$ cat src/rtl/loader_regs.svh
// Offsets, field positions, reset values and timing counts of the loader
`ifndef LOADER_REGS_SVH
`define LOADER_REGS_SVH

// ==========================================================
// Register offsets (byte addresses)
`define LDR_CTRL_OFS 8'h00
`define LDR_STATUS_OFS 8'h04
`define LDR_IRQ_STAT_OFS 8'h08
`define LDR_IRQ_MASK_OFS 8'h0C

// ==========================================================
// Field positions
`define LDR_CTRL_GO_BIT 0
`define LDR_CTRL_SWSEL_EN_BIT 1
`define LDR_CTRL_SWSEL_LSB 4
`define LDR_STAT_DONE_BIT 0
`define LDR_STAT_BUSY_BIT 1
`define LDR_STAT_IDX_LSB 8
`define LDR_STAT_SEL_LSB 16
`define LDR_IRQ_DONE_BIT 0
`define LDR_IRQ_RESTART_BIT 1
`define LDR_ENTRY_WAIT_BIT 32
`define LDR_DIV_LSB 5
`define LDR_DIV_MSB 15

// Select bits per connector
`define LDR_SEL_A_BIT 3
`define LDR_SEL_D_BIT 2
`define LDR_SEL_B_BIT 1
`define LDR_SEL_C_BIT 0

// ==========================================================
// Reset values
`define LDR_CTRL_RST 8'h00
`define LDR_IRQ_RST 2'h0

// ==========================================================
// Timing
`define LDR_CLK_MHZ 20
`define LDR_SCLK_HALF_NS 100
`define LDR_SCLK_HALF_CYC \
  (((`LDR_SCLK_HALF_NS * `LDR_CLK_MHZ) + 999) / 1000)
`define LDR_NUM_ENTRIES 30

`endif

$ cat src/rtl/loader_pkg.sv
// Types shared by the configuration loader and its serial shifter
package loader_pkg;

  typedef enum logic [1:0] {SH_IDLE, SH_LOW, SH_HIGH, SH_LATCH} shift_state_e;

  typedef enum logic [2:0] {
    LD_IDLE, LD_FETCH, LD_WAIT, LD_SEND, LD_DONE
  } load_state_e;

  typedef logic [32:0] table_entry_t;

endpackage

$ cat src/rtl/spi_word_shifter.sv
// Serial shifter: one 32-bit word out MSB first, then a latch pulse
`timescale 1ns/100ps
`include "loader_regs.svh"

module spi_word_shifter #(
  parameter int HALF_CYC = `LDR_SCLK_HALF_CYC
) (
  // Clock and reset
  input wire logic hclk,
  input wire logic hresetn,
  // Control
  input wire logic abort,
  input wire logic start,
  input wire logic [31:0] word,
  output logic done,
  // Serial link
  output logic sclk,
  output logic sdata,
  output logic latch
);

  initial begin
    if (HALF_CYC < 1 || HALF_CYC > 255) begin
      $error("HALF_CYC out of range");
    end
  end

  localparam logic [7:0] HALF_LAST = 8'(HALF_CYC - 1);

  loader_pkg::shift_state_e state_q;
  logic [7:0] div_q;
  logic [31:0] shreg_q;
  logic [4:0] bit_q;
  logic tick;

  assign tick = (div_q == HALF_LAST);
  assign sdata = shreg_q[31];

  // ==========================================================
  // Divider: half period of the serial clock
  always_ff @(posedge hclk or negedge hresetn) begin
    if (!hresetn) begin
      div_q <= 8'h00;
    end else if (state_q == loader_pkg::SH_IDLE || tick || abort) begin
      div_q <= 8'h00;
    end else begin
      div_q <= div_q + 8'h01;
    end
  end

  // ==========================================================
  // Sequencer
  always_ff @(posedge hclk or negedge hresetn) begin
    if (!hresetn) begin
      state_q <= loader_pkg::SH_IDLE;
      shreg_q <= 32'h0000_0000;
      bit_q <= 5'h00;
      sclk <= 1'b0;
      latch <= 1'b0;
      done <= 1'b0;
    end else begin
      done <= 1'b0;
      if (abort) begin
        state_q <= loader_pkg::SH_IDLE;
        sclk <= 1'b0;
        latch <= 1'b0;
      end else begin
        unique case (state_q)
          loader_pkg::SH_IDLE: begin
            if (start) begin
              shreg_q <= word;
              bit_q <= 5'h1F;
              state_q <= loader_pkg::SH_LOW;
            end
          end
          loader_pkg::SH_LOW: begin
            if (tick) begin
              sclk <= 1'b1;
              state_q <= loader_pkg::SH_HIGH;
            end
          end
          loader_pkg::SH_HIGH: begin
            if (tick) begin
              sclk <= 1'b0;
              if (bit_q == 5'h00) begin
                latch <= 1'b1;
                state_q <= loader_pkg::SH_LATCH;
              end else begin
                shreg_q <= {shreg_q[30:0], 1'b0};
                bit_q <= bit_q - 5'h01;
                state_q <= loader_pkg::SH_LOW;
              end
            end
          end
          loader_pkg::SH_LATCH: begin
            if (tick) begin
              latch <= 1'b0;
              done <= 1'b1;
              state_q <= loader_pkg::SH_IDLE;
            end
          end
        endcase
      end
    end
  end

endmodule

$ cat src/rtl/pll_spi_config_loader.sv
// Loader that walks a fixed table into an external clock synthesizer
`timescale 1ns/100ps
`include "loader_regs.svh"

module pll_spi_config_loader #(
  parameter int WAIT_SHIFT = 0,
  parameter int HALF_CYC = `LDR_SCLK_HALF_CYC
) (
  // AHB-Lite slave
  input wire logic hclk,
  input wire logic hresetn,
  input wire logic hsel,
  input wire logic [31:0] haddr,
  input wire logic [1:0] htrans,
  input wire logic hwrite,
  input wire logic [2:0] hsize,
  input wire logic hready,
  input wire logic [31:0] hwdata,
  output logic [31:0] hrdata,
  output logic hreadyout,
  output logic hresp,
  // User side
  input wire logic config_reset_n,
  input wire logic [3:0] freq_combo_select,
  output logic config_done,
  output logic irq,
  // Synthesizer link
  output logic synth_serial_clock,
  output logic synth_serial_data,
  output logic synth_latch_strobe
);

  initial begin
    if (WAIT_SHIFT < 0 || WAIT_SHIFT > 31) begin
      $error("WAIT_SHIFT out of range");
    end
  end

  // ==========================================================
  // Table of entries
  // words replaceable here
  function automatic loader_pkg::table_entry_t table_entry(
    input logic [4:0] idx, input logic [3:0] sel);
    loader_pkg::table_entry_t e;
    logic hi;
    e = 33'h0_0000_0000;
    hi = 1'b0;
    unique case (idx)
      5'd0, 5'd2, 5'd4, 5'd29: e = 33'h1_0000_61A8;
      5'd1: e = 33'h0_8016_0200;
      5'd3: e = 33'h0_2014_0080;
      5'd5: e = 33'h0_1014_0081;
      5'd6: e = 33'h0_A014_0082;
      5'd7: e = 33'h0_0014_0083;
      5'd8: e = 33'h0_0014_0084;
      5'd9: e = 33'h0_8014_0085;
      5'd10: e = 33'h0_0114_0006;
      5'd11: e = 33'h0_0111_0007;
      5'd12: e = 33'h0_0001_0008;
      5'd13: e = 33'h0_5555_5549;
      5'd14: e = 33'h0_9002_410A;
      5'd15: e = 33'h0_3401_100B;
      5'd16: e = 33'h0_130C_006C;
      5'd17: e = 33'h0_3B02_820D;
      5'd18: e = 33'h0_0200_000E;
      5'd19: e = 33'h0_8000_800F;
      5'd20: e = 33'h0_C155_0410;
      5'd21: e = 33'h0_0000_00D8;
      5'd22: e = 33'h0_02C9_C419;
      5'd23: e = 33'h0_8FA8_001A;
      5'd24: e = 33'h0_1000_0F3B;
      5'd25: e = 33'h0_0080_031C;
      5'd26: e = 33'h0_0800_227D;
      5'd27: e = 33'h0_0300_227E;
      5'd28: e = 33'h0_001F_001F;
      default: e = 33'h1_0000_0001;
    endcase
    unique case (idx)
      5'd3: hi = sel[`LDR_SEL_A_BIT];
      5'd5: hi = sel[`LDR_SEL_B_BIT];
      5'd7: hi = sel[`LDR_SEL_C_BIT];
      5'd8: hi = sel[`LDR_SEL_D_BIT];
      default: hi = 1'b0;
    endcase
    // Halving the divider doubles the output rate
    if (hi) begin
      e[`LDR_DIV_MSB:`LDR_DIV_LSB] = e[`LDR_DIV_MSB:`LDR_DIV_LSB] >> 1;
    end
    return e;
  endfunction

  // ==========================================================
  // Pin synchronisers
  logic rst_s1_q, rst_s2_q, rst_prev_q;
  logic [3:0] sel_s1_q, sel_s2_q;

  always_ff @(posedge hclk or negedge hresetn) begin
    if (!hresetn) begin
      rst_s1_q <= 1'b0;
      rst_s2_q <= 1'b0;
      rst_prev_q <= 1'b0;
      sel_s1_q <= 4'h0;
      sel_s2_q <= 4'h0;
    end else begin
      rst_s1_q <= config_reset_n;
      rst_s2_q <= rst_s1_q;
      rst_prev_q <= rst_s2_q;
      sel_s1_q <= freq_combo_select;
      sel_s2_q <= sel_s1_q;
    end
  end

  // ==========================================================
  // Bus slave
  logic [7:0] ctrl_q;
  logic [1:0] irq_stat_q, irq_mask_q;
  logic wr_pend_q;
  logic [7:0] wr_addr_q;
  logic addr_ok;
  logic go_pulse;
  logic [1:0] events;
  loader_pkg::load_state_e state_q;
  logic [4:0] idx_q;
  logic [3:0] sel_q;
  logic [31:0] status_word;

  assign addr_ok = hsel && hready && htrans[1];
  assign hreadyout = 1'b1;
  assign hresp = 1'b0;
  assign go_pulse = wr_pend_q && (wr_addr_q == `LDR_CTRL_OFS) &&
                    hwdata[`LDR_CTRL_GO_BIT];
  assign irq = |(irq_stat_q & irq_mask_q);

  always_comb begin
    status_word = 32'h0000_0000;
    status_word[`LDR_STAT_DONE_BIT] = config_done;
    status_word[`LDR_STAT_BUSY_BIT] = (state_q != loader_pkg::LD_IDLE) &&
                                      (state_q != loader_pkg::LD_DONE);
    status_word[`LDR_STAT_IDX_LSB +: 5] = idx_q;
    status_word[`LDR_STAT_SEL_LSB +: 4] = sel_q;
  end

  always_ff @(posedge hclk or negedge hresetn) begin
    if (!hresetn) begin
      wr_pend_q <= 1'b0;
      wr_addr_q <= 8'h00;
      hrdata <= 32'h0000_0000;
    end else begin
      wr_pend_q <= addr_ok && hwrite;
      wr_addr_q <= haddr[7:0];
      hrdata <= 32'h0000_0000;
      if (addr_ok && !hwrite) begin
        unique case (haddr[7:0])
          `LDR_CTRL_OFS: hrdata <= {24'h00_0000, ctrl_q};
          `LDR_STATUS_OFS: hrdata <= status_word;
          `LDR_IRQ_STAT_OFS: hrdata <= {30'h0000_0000, irq_stat_q};
          `LDR_IRQ_MASK_OFS: hrdata <= {30'h0000_0000, irq_mask_q};
          default: hrdata <= 32'h0000_0000;
        endcase
      end
    end
  end

  // Go bit is a strobe and never stored
  always_ff @(posedge hclk or negedge hresetn) begin
    if (!hresetn) begin
      ctrl_q <= `LDR_CTRL_RST;
      irq_mask_q <= `LDR_IRQ_RST;
    end else if (wr_pend_q) begin
      if (wr_addr_q == `LDR_CTRL_OFS) begin
        ctrl_q <= {hwdata[7:4], 2'h0, hwdata[1], 1'b0};
      end
      if (wr_addr_q == `LDR_IRQ_MASK_OFS) begin
        irq_mask_q <= hwdata[1:0];
      end
    end
  end

  // Set wins over a same-cycle write-one clear
  always_ff @(posedge hclk or negedge hresetn) begin
    if (!hresetn) begin
      irq_stat_q <= `LDR_IRQ_RST;
    end else if (wr_pend_q && wr_addr_q == `LDR_IRQ_STAT_OFS) begin
      irq_stat_q <= (irq_stat_q & ~hwdata[1:0]) | events;
    end else begin
      irq_stat_q <= irq_stat_q | events;
    end
  end

  // ==========================================================
  // Table walker
  logic restart;
  logic sh_start, sh_done;
  logic [31:0] wait_q;
  loader_pkg::table_entry_t cur;

  assign restart = (rst_s2_q && !rst_prev_q) || (go_pulse && rst_s2_q);
  assign cur = table_entry(idx_q, sel_q);
  assign sh_start = (state_q == loader_pkg::LD_FETCH) &&
                    (idx_q < 5'(`LDR_NUM_ENTRIES)) &&
                    !cur[`LDR_ENTRY_WAIT_BIT];
  assign events[`LDR_IRQ_DONE_BIT] = (state_q == loader_pkg::LD_FETCH) &&
                                     (idx_q == 5'(`LDR_NUM_ENTRIES));
  assign events[`LDR_IRQ_RESTART_BIT] = restart;

  always_ff @(posedge hclk or negedge hresetn) begin
    if (!hresetn) begin
      state_q <= loader_pkg::LD_IDLE;
      idx_q <= 5'h00;
      sel_q <= 4'h0;
      wait_q <= 32'h0000_0000;
      config_done <= 1'b0;
    end else if (!rst_s2_q) begin
      state_q <= loader_pkg::LD_IDLE;
      idx_q <= 5'h00;
      config_done <= 1'b0;
    end else if (restart) begin
      state_q <= loader_pkg::LD_FETCH;
      idx_q <= 5'h00;
      sel_q <= ctrl_q[`LDR_CTRL_SWSEL_EN_BIT] ?
               ctrl_q[`LDR_CTRL_SWSEL_LSB +: 4] : sel_s2_q;
      config_done <= 1'b0;
    end else begin
      unique case (state_q)
        loader_pkg::LD_IDLE: begin
        end
        loader_pkg::LD_FETCH: begin
          if (idx_q == 5'(`LDR_NUM_ENTRIES)) begin
            state_q <= loader_pkg::LD_DONE;
          end else if (cur[`LDR_ENTRY_WAIT_BIT]) begin
            wait_q <= cur[31:0] >> WAIT_SHIFT;
            state_q <= loader_pkg::LD_WAIT;
          end else begin
            state_q <= loader_pkg::LD_SEND;
          end
        end
        loader_pkg::LD_WAIT: begin
          if (wait_q <= 32'h0000_0001) begin
            idx_q <= idx_q + 5'h01;
            state_q <= loader_pkg::LD_FETCH;
          end else begin
            wait_q <= wait_q - 32'h0000_0001;
          end
        end
        loader_pkg::LD_SEND: begin
          if (sh_done) begin
            idx_q <= idx_q + 5'h01;
            state_q <= loader_pkg::LD_FETCH;
          end
        end
        loader_pkg::LD_DONE: begin
          config_done <= 1'b1;
        end
      endcase
    end
  end

  // ==========================================================
  // Serial link
  // output-only divided link
  spi_word_shifter #(
    .HALF_CYC(HALF_CYC)
  ) shifter (
    .hclk(hclk),
    .hresetn(hresetn),
    .abort(!rst_s2_q || restart),
    .start(sh_start),
    .word(cur[31:0]),
    .done(sh_done),
    .sclk(synth_serial_clock),
    .sdata(synth_serial_data),
    .latch(synth_latch_strobe)
  );

endmodule

$ cat config.mk
export PLATFORM = sky130hd
export DESIGN_NAME = pll_spi_config_loader
export DESIGN_NICKNAME = d
export VERILOG_FILES = /design/src/rtl/loader_pkg.sv /design/src/rtl/spi_word_shifter.sv /design/src/rtl/pll_spi_config_loader.sv
export VERILOG_INCLUDE_DIRS = /design/src /design/src/rtl
export SDC_FILE = /design/constraint.sdc
export NUM_CORES = 1
export LEC_CHECK = 0
export BUFFER_PORTS_ARGS = -buffer_cell sky130_fd_sc_hd__buf_2
export CAP_MARGIN = 10
export CORE_AREA = 5 5 126 128
export DETAILED_ROUTE_END_ITERATION = 16
export DIE_AREA = 0 0 131 133
export PLACE_DENSITY = 0.76
export SETUP_SLACK_MARGIN = 0.05
export SLEW_MARGIN = 5
export SYNTH_ARGS = -nofsm -noshare
export SYNTH_HDL_FRONTEND = slang
export SYNTH_SLANG_ARGS = --single-unit
$ cat constraint.sdc
create_clock -name hclk -period 4.3 [get_ports hclk]
set_input_delay 0.86 -clock hclk [delete_from_list [all_inputs] [get_ports hclk]]
set_output_delay 0.86 -clock hclk [all_outputs]
set_load 0.03 [all_outputs]
==> impl_metrics.py <==
metrics = {
    "timing": {
        "final.period_utilization_pct": 69.55,
        "holdWs_ns": 0.3479,
        "fin_skew_ns": 0.01129,
        "fin_crit_ns": 2.990,
        "slew_headroom_pct": 31.79,
        "tns_ns": 0,
        "hold_violations": 0,
        "setup_viol": 0,
        "fmax_ghz": 0.3344,
        "rsz0062_at_grt": "no",
        "tightest_slew_ns": 1.023,
        "maxSlewViolCount": 0,
    },
    "clock_network": {
        "clk_pin_slew_ns": 0.06,
        "cts_buffers": 17,
        "root_buffer": "clkbuf_16",
        "cts_resized": 0,
        "htree_num_levels": 4,
        "post-cts-setup-buffers": 0,
        "clock_latency_ns": 0.43,
        "clockBufferDepth": 2,
        "cts_tree": "done",
        "cts.sinks": 139,
        "cts_hold_buf": 0,
    },
    "yosys": {
        "synthTopCellsByCount": "139 x dfrtp_1, 108 x nand2_1, 82 x a21oi_1, 82 x o21ai_0, 71 x nor2_1",
        "yosys-top-cells-area": "dfrtp_1 44%, a21oi_1 5.2%, o21ai_0 5.2%",
        "synth_seq_cells": 139,
        "synthCells": 877,
        "synth_edf_count": 0,
        "ys_async_sr_fraction_pct": 100.0,
        "ys_warn_count": 0,
        "yosysMostFrequentCell": "dfrtp_1",
        "ys_seq_area_share_pct": 44.39,
        "yosysTopAreaCellShare_pct": 44.39,
        "synth.distinct_cells": 69,
        "synth_area_leader_cell": "dfrtp_1",
        "ys.flop_type": "dfrtp_1",
        "synth.cell_area_mm2": 0.007835,
        "syn_area_per_cell_um2": 8.934,
    },
    "critical_path": {
        "path_class": "flip-flop to flip-flop",
        "cp.arrival_ns": 3.30,
        "endpoint_kind": "flip-flop",
        "ff2ff_setup_slack_ns": 1.31,
        "timing.rr.end": "shifter.shreg_q[13]$_DFFE_PN0P_",
        "worst-path-max-fanout": 11,
        "r2r_cells": 8,
        "rr_startpoint": "idx_q[0]$_DFFE_PN0P_",
        "critPathLaunchType": "flip-flop",
        "critPathRequiredTime_ns": 4.61,
    },
    "run_status": {
        "outcome": "finished, final reports clean",
    },
    "placement": {
        "hpwlAfterDp_mm": 12.78,
        "gp_congestion": 0.9001,
        "port_buffers": 44,
    },
    "layout": {
        "fill_cells": 1289,
        "area_growth_pct": 10.70,
        "utilization_pct": 58.80,
        "drive_gt1_share_pct": 13.61,
        "antenna_cells": 0,
        "multi_input_area_mm2": 0.003988,
        "nets": 995,
        "seq_area_mm2": 0.003478,
    },
    "routing": {
        "route.detailed.drc": 0,
        "detail_route.vias_per_cell": 5.867,
        "dr.pass1.iters": 6,
        "drt-met1-wl_mm": 8.538,
        "routed-via-count": 6448,
        "final_antenna_net_count": 0,
        "drt-initial-drc-count": 948,
        "met3_length_mm": 1.055,
        "wl_per_cell_um": 16.90,
        "top_layer": "met4",
        "wl_met2_mm": 8.489,
        "routed_wl_mm": 18.58,
    },
    "floorplan": {
        "fp.dieArea_mm2": 0.01742,
        "io_pins": 118,
        "die_y_um": 133,
        "die_width_um": 131,
        "coreArea_mm2": 0.01475,
        "initial_core_util_pct": 53.11,
        "rows": 45,
    },
    "flow_run": {
        "drv_cap": 0,
    },
    "min_path": {
        "whs_path_depth": 0,
        "min_path_type": "flip-flop to flip-flop",
        "hp-start": "sel_s1_q[3]$_DFF_PN0_",
        "holdPathEnd": "sel_s2_q[3]$_DFF_PN0_",
    },
    "global_route": {
        "grt_pass1_vias": 6022,
        "grt_remaining_overflow": 0,
        "grt_max_degree": 114,
        "antenna_found_initial": 0,
        "grt_pass1_wl_mm": 30.86,
        "grt_usage_pct": 22.41,
    },
    "pwr": {
        "power.density_mw_per_mm2": 364.6,
        "ir_drop_uv": 265.9,
        "p_leak_nw": 3.695,
    },
}
[kinds of logic after synthesis]
group                    Yosys count  share of synthesized area (%)
AO/OA/AOI/OAI                    249                          19.15
XOR/XNOR                           9                          1.006
adder cells (fa/ha/maj)           18                          2.875
buffers and inverters             91                          5.653
flip-flops                       139                          44.39
multiplexers                      42                          5.653
other                              2                        0.09585
AND/OR/NAND/NOR                  327                          21.18
[per-stage QoR]
stage / setup WS [ns] / std cells / cell area [um^2] / power [mW]
floorplan: 1.898 / 894 / 7899 / 1.677
global placement: 1.297 / 1067 / 8100 / 1.750
detailed placement: 1.271 / 1067 / 8100 / 1.760
CTS: 1.368 / 1099 / 8673 / 3.187
global route: 1.106 / 1099 / 8673 / 3.292
finish: 1.310 / 1099 / 8673 / 3.162
[registers in the layout (all words and copies together), names as in the netlist, 5 cells and up]
register         flops
shifter.shreg_q     32
wait_q              32
hrdata              15
shifter.div_q        8
wr_addr_q            8
ctrl_q               5
idx_q                5
shifter.bit_q        5
[cells in the final DEF (no fill, tap or decap), types with 11 or more instances in the layout]
cell type	Yosys	final
inv_1	17	17
nor3_1	20	20
mux2_2	17	17
nor2_1	71	71
a22o_1	12	12
dfrtp_1	139	139
nand4_1	15	15
nand2b_1	11	11
buf_2	12	43
nand3_1	24	24
clkbuf_16	0	17
nand2_1	108	108
conb_1	2	19
a21oi_1	82	82
buf_4	21	14
o31ai_1	11	11
o21ai_0	82	82
ha_1	18	17
mux2i_1	24	24
nor2b_1	13	12
and2_1	17	17
[worst max path at each step]
stage	startpoint	end	slack, ns	cells past startpoint
global placement	haddr[1]	hrdata[10]$_DFF_PN0_	1.30	6
detailed placement	haddr[1]	hrdata[11]$_DFF_PN0_	1.27	6
finish	idx_q[0]$_DFFE_PN0P_	shifter.shreg_q[13]$_DFFE_PN0P_	1.31	8
global route	idx_q[0]$_DFFE_PN0P_	shifter.shreg_q[31]$_DFFE_PN0P_	1.11	8
CTS	idx_q[0]$_DFFE_PN0P_	shifter.bit_q[2]$_DFFE_PN0P_	1.37	9
floorplan	idx_q[1]$_DFFE_PN0P_	shifter.shreg_q[13]$_DFFE_PN0P_	1.90	9
[critical path, stage by stage (launching register included)]
cell      delay (ns)
dfrtp_1         0.38
inv_1           0.17
ha_1            0.46
nand2b_1        0.28
o32ai_1         0.45
nor2_1          0.14
a221oi_1        0.54
o21ai_0         0.15
mux2_2          0.29
[power breakdown]
part,switching [mW],internal [mW],total (mW)
combinational,0.178,0.0898,0.268
sequential,0.0954,1.38,1.47
clock,0.596,0.824,1.42
total,0.870,2.29,3.16
[per-layer routing]
metal / global-route usage (%) / up-vias
met4: 9.371 / 0
met2: 32.20 / 179
met5: 0 / -
met1: 32.58 / 3095
met3: 4.966 / 35
li1: - / 3139
[final cells by class]
class / instances / share of cell area (%)
Inverter: 18 / 0.7790
Multi-Input combinational cell: 664 / 45.98
Timing Repair Buffer: 58 / 3.823
Clock buffer: 19 / 5.107
Tap cell: 188 / 2.712
Clock inverter: 13 / 1.500
Sequential cell: 139 / 40.10
Note: power is estimated with default switching activity, not from simulation.
